### src/lrl_pkg.sv
package lrl_pkg;
	// register offsets (byte addresses, word aligned)
	localparam logic [3:0] LINE_TX_RX_CONTROL_REG = 4'h0;
	localparam logic [3:0] RX_IMPEDANCE_SENSITIVITY_MONITOR_REG = 4'h4;
	localparam logic [3:0] LINE_LATCHED_STATUS_REG = 4'h8;
	localparam logic [3:0] LINE_REAL_STATUS_REG = 4'hC;
	// control register fields
	localparam int CTL_E1_BIT = 0;
	localparam int CTL_ATTENUATOR_DEPTH_SELECT = 1;
	localparam int CTL_PATH_LO = 2;
	localparam int CTL_PATH_HI = 3;
	localparam int CTL_CRIT_LO = 4;
	localparam int CTL_CRIT_HI = 5;
	localparam int CTL_LOOP_LO = 6;
	localparam int CTL_LOOP_HI = 8;
	localparam int CTL_AUTO_ALARM_ON_LOSS = 9;
	localparam int CTL_TX_ALL_ONES = 10;
	localparam logic [10:0] CTL_RESET = 11'h000;
	// sensitivity / monitor register fields
	localparam int SENS_LO = 0;
	localparam int SENS_HI = 1;
	localparam int MON_LO = 2;
	localparam int MON_HI = 4;
	localparam int SYNC_CLK_EN_BIT = 5;
	localparam logic [5:0] SENS_RESET = 6'h00;
	// latched status bits
	localparam int ST_LOSS = 0;
	localparam int ST_ATTENUATOR_LIMIT_TRIP = 1;
	// path select codes
	localparam logic [1:0] PATH_OFF = 2'h0;
	localparam logic [1:0] PATH_TX = 2'h1;
	localparam logic [1:0] PATH_RX = 2'h2;
	// loss criteria codes
	localparam logic [1:0] CRIT_T1 = 2'h0;
	localparam logic [1:0] CRIT_ITU = 2'h1;
	localparam logic [1:0] CRIT_ETSI = 2'h2;
	// loopback codes
	localparam logic [2:0] LOOP_NONE = 3'h0;
	localparam logic [2:0] LOOP_ANALOG = 3'h1;
	localparam logic [2:0] LOOP_LOCAL = 3'h2;
	localparam logic [2:0] LOOP_REMOTE = 3'h3;
	localparam logic [2:0] LOOP_DUAL = 3'h4;
	// loss windows in bit periods
	localparam int LOSS_WIN_BITS = 192;
	localparam int ETSI_WIN_BITS = 2048;
	localparam int MIN_ONES = 24;
	localparam int MAX_ZERO_RUN = 100;
	// attenuator depths and trip limits
	localparam int DEPTH_SHORT = 32;
	localparam int DEPTH_LONG = 128;
	localparam int TRIP_SHORT_UI = 28;
	localparam int TRIP_LONG_UI = 120;
	// smoothing step shift per mode (corner 3.75Hz vs 0.6Hz)
	localparam int SMOOTH_SHIFT_T1 = 6;
	localparam int SMOOTH_SHIFT_E1 = 9;
	// level codes: sensitivity in dB of cable loss
	localparam logic [5:0] SENS_DB_12 = 6'h0C;
	localparam logic [5:0] SENS_DB_18 = 6'h12;
	localparam logic [5:0] SENS_DB_30 = 6'h1E;
	localparam logic [5:0] SENS_DB_38 = 6'h26;
	localparam logic [5:0] SENS_DB_45 = 6'h2D;
	localparam logic [5:0] HYST_DB = 6'h03;
	localparam logic [5:0] MON_STEP_DB = 6'h08;

	typedef struct packed {
		logic pos;
		logic neg;
	} lrl_pair_t;
endpackage

### src/lrl_sync2.sv
`timescale 1ns/1ps
module lrl_sync2 #(
	parameter int W = 1
) (
	input wire logic sys_clk_i,
	input wire logic sys_rst_i,
	input wire logic [W-1:0] d_i,
	output logic [W-1:0] q_o
);
	logic [W-1:0] meta;
	always_ff @(posedge sys_clk_i or posedge sys_rst_i) begin
		if (sys_rst_i) begin
			meta <= '0;
			q_o <= '0;
		end else begin
			meta <= d_i;
			q_o <= meta;
		end
	end
endmodule

### src/lrl_line_rx.sv
`timescale 1ns/1ps
module lrl_line_rx (
	input wire logic sys_clk_i,
	input wire logic sys_rst_i,
	input wire logic [3:0] avs_address,
	input wire logic avs_read,
	input wire logic avs_write,
	input wire logic [31:0] avs_writedata,
	input wire logic [3:0] avs_byteenable,
	output logic [31:0] avs_readdata,
	output logic avs_waitrequest,
	input wire logic bit_tick_i,
	input wire logic transmit_clock_in_i,
	input wire logic framer_tx_serial_i,
	input wire lrl_pkg::lrl_pair_t tx_pulse_i,
	input wire lrl_pkg::lrl_pair_t line_rx_i,
	input wire logic [5:0] line_rx_level_db_i,
	output lrl_pkg::lrl_pair_t line_tx_o,
	output logic framer_rx_serial_o,
	output logic rx_clock_o,
	output logic attenuator_ref_clock_o,
	output logic loss_o
);
	logic [10:0] ctl;
	logic [5:0] sens;
	logic [1:0] lstat;
	logic [31:0] next_rdata;
	logic rd_pend;
	logic tck_s, framer_tx_serial_s, transmit_clock_in_s, transmit_clock_in_d;
	logic [5:0] lvl_s;
	lrl_pkg::lrl_pair_t rx_s, txp_s;
	logic [1:0] path;
	logic [2:0] loop;
	logic [1:0] crit;
	logic deep, is_e1;
	logic [5:0] sens_db, gain_db, eff_lvl, decl_db;
	logic pulse_seen, above_sens, below_decl;
	lrl_pkg::lrl_pair_t rx_sel, fifo_in, fifo_out;
	logic loss, next_loss;
	logic [11:0] low_cnt, win_cnt, good_cnt;
	logic [7:0] ones_cnt;
	logic [6:0] zrun;
	logic zrun_hit;
	logic [127:0] fpos, fneg;
	logic [6:0] wptr, rptr;
	logic [7:0] fill;
	logic [7:0] depth;
	logic [15:0] phase;
	logic smooth_tick, in_tick, rx_clk_rec;
	logic fifo_en;

	// input synchronisers: two flops before any logic; bit_tick_i is used directly without them
	lrl_sync2 #(.W(12)) u_sync (
		.sys_clk_i(sys_clk_i),
		.sys_rst_i(sys_rst_i),
		.d_i({transmit_clock_in_i, framer_tx_serial_i, tx_pulse_i, line_rx_i, line_rx_level_db_i}),
		.q_o({transmit_clock_in_s, framer_tx_serial_s, txp_s, rx_s, lvl_s})
	);
	assign tck_s = bit_tick_i;

	assign is_e1 = ctl[lrl_pkg::CTL_E1_BIT];
	assign deep = ctl[lrl_pkg::CTL_ATTENUATOR_DEPTH_SELECT];
	assign path = ctl[lrl_pkg::CTL_PATH_HI:lrl_pkg::CTL_PATH_LO];
	assign crit = ctl[lrl_pkg::CTL_CRIT_HI:lrl_pkg::CTL_CRIT_LO];
	assign loop = ctl[lrl_pkg::CTL_LOOP_HI:lrl_pkg::CTL_LOOP_LO];

	// avalon slave, one wait state on read
	assign avs_waitrequest = avs_read & ~rd_pend;
	always_comb begin
		next_rdata = 32'h0000_0000;
		case (avs_address)
			lrl_pkg::LINE_TX_RX_CONTROL_REG: next_rdata = {21'h000000, ctl};
			lrl_pkg::RX_IMPEDANCE_SENSITIVITY_MONITOR_REG: next_rdata = {26'h0000000, sens};
			lrl_pkg::LINE_LATCHED_STATUS_REG: next_rdata = {30'h00000000, lstat};
			lrl_pkg::LINE_REAL_STATUS_REG: next_rdata = {24'h000000, fill[7:1], loss};
			default: next_rdata = 32'h0000_0000;
		endcase
	end
	always_ff @(posedge sys_clk_i or posedge sys_rst_i) begin
		if (sys_rst_i) begin
			rd_pend <= 1'b0;
			avs_readdata <= 32'h0000_0000;
		end else begin
			rd_pend <= avs_read & ~rd_pend;
			if (avs_read & ~rd_pend) begin
				avs_readdata <= next_rdata;
			end
		end
	end
	always_ff @(posedge sys_clk_i or posedge sys_rst_i) begin
		if (sys_rst_i) begin
			ctl <= lrl_pkg::CTL_RESET;
			sens <= lrl_pkg::SENS_RESET;
		end else if (avs_write) begin
			if (avs_address == lrl_pkg::LINE_TX_RX_CONTROL_REG) begin
				if (avs_byteenable[0]) begin
					ctl[7:0] <= avs_writedata[7:0];
				end
				if (avs_byteenable[1]) begin
					ctl[10:8] <= avs_writedata[10:8];
				end
			end
			if (avs_address == lrl_pkg::RX_IMPEDANCE_SENSITIVITY_MONITOR_REG && avs_byteenable[0]) begin
				sens <= avs_writedata[5:0];
			end
		end
	end

	// sensitivity: code 0..3 maps onto short and long haul ranges
	always_comb begin
		case (sens[lrl_pkg::SENS_HI:lrl_pkg::SENS_LO])
			2'h0: sens_db = lrl_pkg::SENS_DB_12;
			2'h1: sens_db = lrl_pkg::SENS_DB_18;
			2'h2: sens_db = lrl_pkg::SENS_DB_30;
			2'h3: sens_db = is_e1 ? lrl_pkg::SENS_DB_45 : lrl_pkg::SENS_DB_38;
			default: sens_db = lrl_pkg::SENS_DB_12;
		endcase
	end
	// monitor gain in 8dB steps, 4 steps = 32dB
	assign gain_db = 6'(sens[lrl_pkg::MON_HI:lrl_pkg::MON_LO] > 3'h4 ? 3'h4 : sens[lrl_pkg::MON_HI:lrl_pkg::MON_LO])
		* lrl_pkg::MON_STEP_DB;
	// level is loss in dB; monitor gain reduces it
	assign eff_lvl = (lvl_s > gain_db) ? 6'(lvl_s - gain_db) : 6'h00;
	assign decl_db = 6'(sens_db + lrl_pkg::HYST_DB);
	assign below_decl = eff_lvl >= decl_db;
	assign above_sens = eff_lvl <= sens_db;

	// receiver input select
	always_comb begin
		case (loop)
			lrl_pkg::LOOP_ANALOG: rx_sel = line_tx_o;
			lrl_pkg::LOOP_LOCAL, lrl_pkg::LOOP_DUAL: rx_sel = txp_s;
			default: rx_sel = rx_s;
		endcase
	end
	// sync clock mode: square wave counts as marks every bit
	assign pulse_seen = sens[lrl_pkg::SYNC_CLK_EN_BIT] ? 1'b1 : (rx_sel.pos | rx_sel.neg);

	// loss detection counters per bit period
	assign zrun_hit = zrun >= 7'(lrl_pkg::MAX_ZERO_RUN);
	always_comb begin
		next_loss = loss;
		if (!loss) begin
			if (crit == lrl_pkg::CRIT_ETSI) begin
				next_loss = low_cnt >= 12'(lrl_pkg::ETSI_WIN_BITS);
			end else begin
				next_loss = low_cnt >= 12'(lrl_pkg::LOSS_WIN_BITS);
			end
		end else if (crit == lrl_pkg::CRIT_T1) begin
			next_loss = !(win_cnt == 12'(lrl_pkg::LOSS_WIN_BITS) && ones_cnt >= 8'(lrl_pkg::MIN_ONES)
				&& !zrun_hit);
		end else begin
			next_loss = good_cnt < 12'(lrl_pkg::LOSS_WIN_BITS);
		end
	end
	always_ff @(posedge sys_clk_i or posedge sys_rst_i) begin
		if (sys_rst_i) begin
			loss <= 1'b0;
			low_cnt <= 12'h000;
			good_cnt <= 12'h000;
			win_cnt <= 12'h000;
			ones_cnt <= 8'h00;
			zrun <= 7'h00;
		end else if (tck_s) begin
			loss <= next_loss;
			low_cnt <= (below_decl || !pulse_seen) ? (low_cnt == 12'hFFF ? low_cnt : 12'(low_cnt + 12'h001)) : 12'h000;
			good_cnt <= (above_sens && pulse_seen) ? (good_cnt == 12'hFFF ? good_cnt : 12'(good_cnt + 12'h001))
				: 12'h000;
			if (next_loss != loss || win_cnt == 12'(lrl_pkg::LOSS_WIN_BITS)) begin
				win_cnt <= 12'h001;
				ones_cnt <= {7'h00, pulse_seen & above_sens};
				zrun <= pulse_seen ? 7'h00 : 7'h01;
			end else begin
				win_cnt <= 12'(win_cnt + 12'h001);
				ones_cnt <= 8'(ones_cnt + {7'h00, pulse_seen & above_sens});
				zrun <= pulse_seen ? 7'h00 : (zrun_hit ? zrun : 7'(zrun + 7'h01));
			end
		end
	end
	assign loss_o = loss;

	// attenuator input: receive pair or transmit pulses
	assign fifo_en = path != lrl_pkg::PATH_OFF;
	assign fifo_in = (path == lrl_pkg::PATH_TX) ? txp_s : rx_sel;
	always_ff @(posedge sys_clk_i or posedge sys_rst_i) begin
		if (sys_rst_i) begin
			transmit_clock_in_d <= 1'b0;
		end else begin
			transmit_clock_in_d <= transmit_clock_in_s;
		end
	end
	// gapped transmit clock simply writes fewer bits
	assign in_tick = (path == lrl_pkg::PATH_TX) ? (transmit_clock_in_s & ~transmit_clock_in_d) : tck_s;
	assign rx_clk_rec = tck_s;
	assign depth = deep ? 8'(lrl_pkg::DEPTH_LONG) : 8'(lrl_pkg::DEPTH_SHORT);

	// smoothing phase accumulator nudged by fill error
	always_ff @(posedge sys_clk_i or posedge sys_rst_i) begin
		if (sys_rst_i) begin
			phase <= 16'h0000;
		end else if (in_tick) begin
			phase <= 16'(phase + 16'h0001);
		end else if (fill > (depth >> 1) && phase[15 - (is_e1 ? lrl_pkg::SMOOTH_SHIFT_E1 : lrl_pkg::SMOOTH_SHIFT_T1)]) begin
			phase <= 16'h0000;
		end
	end
	// smoothed read strobe: follows input rate, centred on half depth
	assign smooth_tick = fifo_en && fill != 8'h00 && (fill >= (depth >> 1) ? in_tick | (fill == depth) : in_tick
		& phase[0]);

	always_ff @(posedge sys_clk_i or posedge sys_rst_i) begin
		if (sys_rst_i) begin
			wptr <= 7'h00;
			rptr <= 7'h00;
			fill <= 8'h00;
			fifo_out <= '0;
		end else if (!fifo_en) begin
			wptr <= 7'h00;
			rptr <= 7'h00;
			fill <= 8'h00;
			fifo_out <= fifo_in;
		end else begin
			if (in_tick && fill < depth) begin
				fpos[wptr] <= fifo_in.pos;
				fneg[wptr] <= fifo_in.neg;
				wptr <= (wptr == 7'(depth - 8'h01)) ? 7'h00 : 7'(wptr + 7'h01);
			end
			if (smooth_tick) begin
				fifo_out <= '{pos: fpos[rptr], neg: fneg[rptr]};
				rptr <= (rptr == 7'(depth - 8'h01)) ? 7'h00 : 7'(rptr + 7'h01);
			end
			fill <= 8'(fill + {7'h00, in_tick && fill < depth} - {7'h00, smooth_tick});
		end
	end
	// fpos/fneg hold no reset: a slot is read only once written

	// latched status, write one to clear, set wins
	always_ff @(posedge sys_clk_i or posedge sys_rst_i) begin
		if (sys_rst_i) begin
			lstat <= 2'h0;
		end else begin
			for (int i = 0; i < 2; i++) begin
				if (avs_write && avs_address == lrl_pkg::LINE_LATCHED_STATUS_REG && avs_byteenable[0]
					&& avs_writedata[i]) begin
					lstat[i] <= 1'b0;
				end
			end
			if (next_loss & ~loss & tck_s) begin
				lstat[lrl_pkg::ST_LOSS] <= 1'b1;
			end
			// overflow when fill reaches the trip limit for the selected depth on a write
			if (fifo_en && in_tick && fill >= (deep ? 8'(lrl_pkg::TRIP_LONG_UI) : 8'(lrl_pkg::TRIP_SHORT_UI))) begin
				lstat[lrl_pkg::ST_ATTENUATOR_LIMIT_TRIP] <= 1'b1;
			end
		end
	end

	// line transmit and framer receive data
	always_ff @(posedge sys_clk_i or posedge sys_rst_i) begin
		if (sys_rst_i) begin
			line_tx_o <= '0;
			framer_rx_serial_o <= 1'b0;
			attenuator_ref_clock_o <= 1'b0;
			rx_clock_o <= 1'b0;
		end else begin
			framer_rx_serial_o <= (path == lrl_pkg::PATH_RX) ? (fifo_out.pos | fifo_out.neg)
				: (rx_sel.pos | rx_sel.neg);
			if (ctl[lrl_pkg::CTL_TX_ALL_ONES] || (loss && ctl[lrl_pkg::CTL_AUTO_ALARM_ON_LOSS])) begin
				line_tx_o <= '{pos: ~line_tx_o.pos, neg: line_tx_o.pos};
			end else if (loop == lrl_pkg::LOOP_REMOTE || loop == lrl_pkg::LOOP_DUAL) begin
				line_tx_o <= rx_s;
			end else if (path == lrl_pkg::PATH_TX) begin
				line_tx_o <= fifo_out;
			end else begin
				line_tx_o <= '{pos: framer_tx_serial_s & txp_s.pos, neg: txp_s.neg};
			end
			attenuator_ref_clock_o <= fifo_en ? smooth_tick : tck_s;
			rx_clock_o <= loss ? attenuator_ref_clock_o : rx_clk_rec;
		end
	end

	lrl_loss_enter_a: assert property (@(posedge sys_clk_i) disable iff (sys_rst_i)
		(tck_s && !loss && crit == lrl_pkg::CRIT_T1 && low_cnt >= 12'(lrl_pkg::LOSS_WIN_BITS)) |=> loss)
		else $error("loss not declared after 192 bits");
	lrl_etsi_hold_a: assert property (@(posedge sys_clk_i) disable iff (sys_rst_i)
		(tck_s && !loss && crit == lrl_pkg::CRIT_ETSI && low_cnt < 12'(lrl_pkg::ETSI_WIN_BITS)) |=> !loss)
		else $error("etsi loss declared early");
	lrl_alarm_ones_a: assert property (@(posedge sys_clk_i) disable iff (sys_rst_i)
		(loss && ctl[lrl_pkg::CTL_AUTO_ALARM_ON_LOSS] && $past(loss) && $past(ctl[lrl_pkg::CTL_AUTO_ALARM_ON_LOSS]))
		|=> (line_tx_o.pos != $past(line_tx_o.pos)))
		else $error("alarm ones not sent");
	lrl_rxclk_src_a: assert property (@(posedge sys_clk_i) disable iff (sys_rst_i)
		loss |=> rx_clock_o == $past(attenuator_ref_clock_o))
		else $error("rx clock not from reference");
	lrl_fill_limit_a: assert property (@(posedge sys_clk_i) disable iff (sys_rst_i)
		fill <= depth)
		else $error("fifo over depth");
	lrl_remote_loop_a: assert property (@(posedge sys_clk_i) disable iff (sys_rst_i)
		(loop == lrl_pkg::LOOP_REMOTE && !ctl[lrl_pkg::CTL_TX_ALL_ONES] && !(loss && ctl[lrl_pkg::CTL_AUTO_ALARM_ON_LOSS]))
		|=> line_tx_o == $past(rx_s))
		else $error("remote loop not returned");
	lrl_trip_set_a: assert property (@(posedge sys_clk_i) disable iff (sys_rst_i)
		(fifo_en && in_tick && deep && fill >= 8'(lrl_pkg::TRIP_LONG_UI)) |=> lstat[lrl_pkg::ST_ATTENUATOR_LIMIT_TRIP])
		else $error("limit trip not latched");
	lrl_t1_clear_a: assert property (@(posedge sys_clk_i) disable iff (sys_rst_i)
		(tck_s && loss && crit == lrl_pkg::CRIT_T1 && zrun_hit) |=> loss)
		else $error("loss cleared despite zero run");
	lrl_loss_latch_a: assert property (@(posedge sys_clk_i) disable iff (sys_rst_i)
		(tck_s && next_loss && !loss) |=> lstat[lrl_pkg::ST_LOSS])
		else $error("loss entry not latched");
	lrl_itu_clear_a: assert property (@(posedge sys_clk_i) disable iff (sys_rst_i)
		(tck_s && loss && crit == lrl_pkg::CRIT_ITU && good_cnt < 12'(lrl_pkg::LOSS_WIN_BITS)) |=> loss)
		else $error("itu loss cleared early");
	lrl_path_off_a: assert property (@(posedge sys_clk_i) disable iff (sys_rst_i)
		(path == lrl_pkg::PATH_OFF) |=> fill == 8'h00)
		else $error("fifo not emptied when off");
endmodule

### config.mk
export PLATFORM = sky130hd
export DESIGN_NAME = lrl_line_rx
export DESIGN_NICKNAME = d
export VERILOG_FILES = /design/src/lrl_pkg.sv /design/src/lrl_sync2.sv /design/src/lrl_line_rx.sv
export SDC_FILE = /design/constraint.sdc
export NUM_CORES = 1
export LEC_CHECK = 0
export BUFFER_PORTS_ARGS = -buffer_cell sky130_fd_sc_hd__buf_2
export CORE_ASPECT_RATIO = 1.5
export CORE_MARGIN = 4
export CORE_UTILIZATION = 40
export CTS_BUF_LIST = sky130_fd_sc_hd__clkbuf_4 sky130_fd_sc_hd__clkbuf_8
export DETAILED_ROUTE_END_ITERATION = 16
export PLACE_DENSITY = 0.67
export SKIP_LAST_GASP = 1
export SLEW_MARGIN = 10
export SYNTH_ARGS = -nofsm -noshare
export SYNTH_HDL_FRONTEND = slang
export SYNTH_SLANG_ARGS = --single-unit
### constraint.sdc
create_clock -name sys_clk_i -period 4.7 [get_ports sys_clk_i]
set_input_delay 0.235 -clock sys_clk_i [delete_from_list [all_inputs] [get_ports sys_clk_i]]
set_output_delay 0.235 -clock sys_clk_i [all_outputs]
set_load 0.03 [all_outputs]
==> flow_summary.toml, run 1 <==
[run_status]
status = "completed"

[timing]
drv_slew = 0
hold_viol = 0
tightest_slew_ps = 1130
hold-worst-slack_ps = 79.7
rsz0062_at_grt = "false"
setup_violations = 0
slew_headroom = 0.243
fin_setup_tns_ps = 0
fmax_mhz = 242
period_needed_ps = 4130
clock_skew_ps = 29.7
finalCritPeriodShare = 0.879

[route]
avgViaCountPerCell = 5.35
route.detailed.drc = 0
wirelength_um = 39900
ant_nets = 0
avgRoutedWirePerCell_um = 18.4
drt-initial-drc-count = 823
dr.pass1.iters = 7
vias = 11599

[logic_synthesis]
ys.flop_type = "edfxtp_1"
yosysSeqAreaShare = 0.614
synth_cell_type_count = 72
synth_area_per_cell_um2 = 12.9
synth_area_um2 = 18500
yosysWarnings = 0
synth_cells = 1432
synth-async-reset-ratio = 0.365
synth_edf_count = 256
synth_seq_cells = 403

[finish]
nets = 1642
final_cell_mix = "edfxtp_1, nor2_1, dfrtp_1"
final_common_cell = "edfxtp_1"
drive_gt1_frac = 0.165
fin_area_um2 = 21100
antenna_cells = 0
syn_to_final_growth_pct = 13.7

[floorplan]
die_h_um = 272
num_rows = 96
initial_core_util = 0.405
dieArea_um2 = 49900
io_pins = 96
die_w_um = 184
core_um2 = 45800

[global_route]
grt.total_usage = 0.158
grt_pass1_vias = 12071
grt_max_degree = 82
grt_pass1_wl_um = 63500
antenna_found_initial = 0
grt_overflow_total = 0

[placed_design]
gp_congestion = 0.804
dp_hpwl_um = 26400
place_area_um2 = 19400
port_buffers = 51

[power_and_ir_drop]
total_power_w = 0.0101
leakage_nw = 7.70
power.density_nw_per_um2 = 478
irDropWorstVdd_uv = 224

[clock_tree]
post_cts_buffers = 0
clk_path_buf_depth = 3
cts_buffers = 61
htreeDepth = 2
root_buffer = "clkbuf_8"
cts_num_sinks = 403
tritoncts = "yes"
insertion_delay_ps = 630
clk_pin_slew_worst_paths_ps = 60

[job]
drv_cap = 0

[worst_setup_path]
worst-path-max-fanout = 14
worstPathArrival_ps = 4650
cp-start-kind = "flip-flop"
crit_end = "fill[7]"
worstSetupEndpointType = "flip-flop"
r2r_slack_ps = 570
worst-setup-path-type = "reg -> reg"
cp-startpoint = "ctl[1]"
r2r-end = "fill[7]"
rr_startpoint = "ctl[1]"
reg2regPathDepth = 17
cp_data_required_time_ps = 5220

[hold_path]
hold_path_class = "in -> reg"
-- cells in the mapped netlist (11+ instances only) --
library cell  count  area share
edfxtp_1        256        0.42
nor2_1          231       0.047
dfrtp_1         147        0.20
nand2_1          91       0.018
o21ai_0          60       0.016
mux2i_1          57       0.031
mux4_2           54       0.066
ha_1             53       0.036
inv_1            48      0.0097
clkbuf_1         42      0.0085
nand3_1          36      0.0097
buf_4            26       0.011
xnor2_1          26       0.012
a21oi_1          25      0.0068
xor2_1           20      0.0095
o22ai_1          18      0.0061
mux2_2           17       0.010
nand4_1          17      0.0057
nor3_1           16      0.0043
a21o_1           13      0.0053
buf_2            12      0.0032
nor2b_1          12      0.0041
a22o_1           11      0.0052
and3_1           11      0.0037
o211ai_1         11      0.0045
-- sequential cells by signal (all words and copies together) (netlist names), 2 cells and up --
name and flops:
line_tx_o 2, avs_readdata 11, fneg 128, fill 8, phase 10, u_sync.meta 12
sens 6, ones_cnt 8, low_cnt 12, wptr 7, win_cnt 12, lstat 2
zrun 7, u_sync.q_o 12, rptr 7, good_cnt 12, fpos 128, ctl 11
fifo_out 2
-- metal layers --
metal  global-route usage  part of all wire  vias to the layer above
met5                    0                 0                        -
met4               0.0557             0.031                        0
met3               0.0252             0.049                       75
met2                0.287              0.53                      307
met1                0.189              0.39                     5791
li1                     -                 -                     5426
-- power breakdown --
part | total [W] | internal, W | switching [W]
combinational | 0.00214 | 0.000879 | 0.00126
clock | 0.00332 | 0.00196 | 0.00136
sequential | 0.00459 | 0.00425 | 0.000341
-- per-stage QoR --
step / setup WS [ps] / util / instances
after floorplan: 89.9 / - / 1452
after global placement: 707 / 0.423 / 2029
after detailed placement: 626 / 0.423 / 2029
after CTS: 602 / 0.460 / 2170
after global routing: 363 / 0.460 / 2170
final: 568 / 0.460 / 2170
-- critical path, cell delays in order, from the launching register on --
cell and delay, ps:
dfrtp_1 430, inv_1 290, ha_1 290, nor2b_1 120, and4_1 220, a211oi_1 190, a211o_1 440, inv_1 220
ha_1 250, inv_1 90, ha_1 230, a21o_1 180, a21oi_1 220, nor2_1 60, o21a_1 190, o41ai_1 370
xnor2_1 170, nor2_1 50
-- cell families after synthesis --
family / count (synthesis) / share of synthesized area
muxes: 129 / 0.108
other: 1 / 0.000202
buffers and inverters: 133 / 0.0334
and+or+nand+nor: 467 / 0.114
AOI/OAI and AO/OA: 197 / 0.0710
DFF: 403 / 0.614
adders and majority gates: 56 / 0.0385
xor gates and xnor gates: 46 / 0.0218
-- worst min-delay path by stage --
stage                     startpoint               to  cells after the start
5_1_grt               avs_address[1]  avs_readdata[2]                      3
2_1_floorplan  line_rx_level_db_i[0]   u_sync.meta[0]                      0
3_5_place_dp         u_sync.meta[11]   u_sync.q_o[11]                      0
6_report              avs_address[1]  avs_readdata[3]                      3
3_3_place_gp          u_sync.meta[0]    u_sync.q_o[0]                      0
4_1_cts               avs_address[1]  avs_readdata[3]                      3
-- cell type report --
cell class / count / area (um^2)
clock buffers: 83 / 1050
repair buffers: 99 / 693
multi-input cells: 916 / 6620
inverters: 49 / 189
well taps: 588 / 736
flip-flops and latches: 403 / 11400
clock inverters: 32 / 393
fillers: 4029 / 24700
-- repair_timing --
action / 4_1_cts / 5_1_grt
hold buffers: 26 / 0
endpoints found under the hold margin: 107 / 0
resized for setup: 0 / 0
(Power assumes the default switching activity.)
==> run 2, diff against run 1 <==
- CTS_BUF_LIST: sky130_fd_sc_hd__clkbuf_4 sky130_fd_sc_hd__clkbuf_8 -> not set
- PLACE_DENSITY: 0.67 -> not set
- PLACE_DENSITY_LB_ADDON: not set -> 0.08
==> run 2 against run 1 <==
Compared with the run above: clock skew down 9.4 ps; design area is 0.48% lower; core utilization shrank 0.22 points; hold slack got worse by 33 ps; clock power barely moved; wire length increased by 7.6%; sequential share of layout area increased by 0.26 points; combinational power about the same; largest power group unchanged.
==> flow_summary.toml, run 2 (synthesis gave the netlist of run 1 again) <==
[worst_setup_path]
worst-setup-path-type = "reg -> reg"
max_stage_delay_ps = 470
r2r_slack_ps = 700
reg2regPathDepth = 19
r2r-end = "ones_cnt[6]"
rr_startpoint = "sens[4]"
worstPathArrival_ps = 4450
cp_data_required_time_ps = 5140
worstSetupEndpointType = "flip-flop"
slowest_stage = "a221oi_1"
cp_num_buf_inv = 3
worst-path-max-fanout = 7
cp-start-kind = "flip-flop"
cpMostUsedCell = "ha_1"
crit_family = "compound AO/OA/AOI/OAI gates"
crit_chain = "inv_1 -> nand2_1 -> ha_1 -> a21o_1 -> a21o_1 -> inv_1 -> a31oi_1 -> and2_1 -> ha_1 -> and4_1 -> a221oi_1 -> o32ai_2 -> inv_1 -> ha_1 -> ha_1 -> nand4_1 -> nor2_1 -> xnor2_1 -> nor2_1"

[floorplan]
initial_core_util = 0.405
dieArea_um2 = 49900
die_h_um = 272
die_w_um = 184
io_pins = 96
core_um2 = 45800
num_rows = 96

[timing]
slew_headroom = 0.266
rsz0062_at_grt = "false"
fin_setup_tns_ps = 0
hold_viol = 0
drv_slew = 0
period_needed_ps = 4000
finalCritPeriodShare = 0.852
setup_violations = 0
fmax_mhz = 250
tightest_slew_ps = 1100
clock_skew_ps = 20.3

[clock_tree]
tritoncts = "yes"
clk_path_buf_depth = 3
insertion_delay_ps = 560
clk_pin_slew_worst_paths_ps = 60
htreeDepth = 2
root_buffer = "clkbuf_16"
cts_num_sinks = 403
cts_buffers = 43

[global_route]
grt_busiest_layer = "met2"
grt_pass1_wl_um = 67300
grt_use_met2 = 0.323
grt_overflow_total = 0
grt_pass1_vias = 11734
met3_usage = 0.0231
grt.total_usage = 0.172
antenna_found_initial = 0
met1_usage = 0.204
grt_max_degree = 78

[route]
route.detailed.drc = 0
avgRoutedWirePerCell_um = 20.1
vias = 11229
ant_nets = 0
wirelength_um = 42900
dr.pass1.iters = 7
avgViaCountPerCell = 5.26
drt-initial-drc-count = 595

[finish]
final_cell_mix = "edfxtp_1, nor2_1, dfrtp_1"
nets = 1625
drive_gt1_frac = 0.141
syn_to_final_growth_pct = 13.1
final_common_cell = "edfxtp_1"
antenna_cells = 0
reg_top3 = "fneg: 128 flops, fpos: 128 flops"
post-route-util = 0.458

[job]
drv_cap = 0

[hold_path]
hp-start = "avs_address[0]"
min_to = "avs_readdata[9]"
worstHoldPathCells = 4
hold_path_class = "in -> reg"

[power_and_ir_drop]
total_power_w = 0.0100
power.density_nw_per_um2 = 479
leakage_nw = 7.61
irDropWorstVdd_uv = 234

[placed_design]
dp_hpwl_um = 28400
gp_congestion = 0.780
port_buffers = 51

[run_status]
status = "completed"
==> run 2: what timing repair did <==
| item | CTS | global route |
|---|---|---|
| gates resized for setup | 0 | 0 |
| hold buffers | 24 | 0 |
| hold endpoints to repair | 100 | 0 |
| buffers inserted | 0 | 0 |
==> run 2: worst max path at each step <==
| stage | to | from | cells past startpoint | slack (ps) |
|---|---|---|---|---|
| 2_1_floorplan | fneg[127] | sys_rst_i | 6 | 90 |
| 6_report | ones_cnt[6] | sens[4] | 19 | 700 |
| 5_1_grt | ones_cnt[6] | sens[4] | 19 | 330 |
| 4_1_cts | ones_cnt[6] | sens[4] | 19 | 560 |
| 3_5_place_dp | ones_cnt[6] | sens[4] | 19 | 540 |
| 3_3_place_gp | ones_cnt[6] | sens[4] | 19 | 570 |
==> run 2: routing by layer <==
layer / vias to the layer above / routed length [um]
met2: 166 / 23400
met4: 0 / 962
met1: 5608 / 17100
li1: 5394 / -
met3: 61 / 1410
met5: - / 0
==> run 2: final cells by class <==
| type | instances | area [um^2] |
|---|---|---|
| tap | 588 | 736 |
| clock buffer | 59 | 1170 |
| clock inverter | 19 | 189 |
| fill | 4192 | 24800 |
| multi-input combinational | 916 | 6620 |
| sequential | 403 | 11400 |
| timing repair buffer | 100 | 683 |
| inverter | 49 | 189 |
==> run 2: through the flow <==
stage	setup slack (ps)	hold slack, ps	area [um^2]	std cells
after floorplan	89.9	266	18600	1452
after global placement	574	333	19400	2032
after detailed placement	539	335	19400	2032
after CTS	559	12.8	21000	2134
after global routing	326	66.7	21000	2134
final	696	46.8	21000	2134
==> run 2: worst reg2reg max path, delay by kind of cell (launching register included) <==
family / cells / cell delay [ps]
compound gates: 5 / 1200
fa+ha+maj: 4 / 1000
simple gates: 6 / 840
flops: 1 / 420
buf+inv: 3 / 310
xor+xnor: 1 / 130
==> run 2: report_power, final <==
| part | internal, W | leakage, nW | switching [W] | total, W |
|---|---|---|---|---|
| clock network | 0.00191 | 0.651 | 0.00138 | 0.00329 |
| logic | 0.000872 | 2.75 | 0.00130 | 0.00217 |
| registers | 0.00425 | 4.21 | 0.000330 | 0.00458 |
| total | 0.00703 | 7.61 | 0.00301 | 0.0100 |
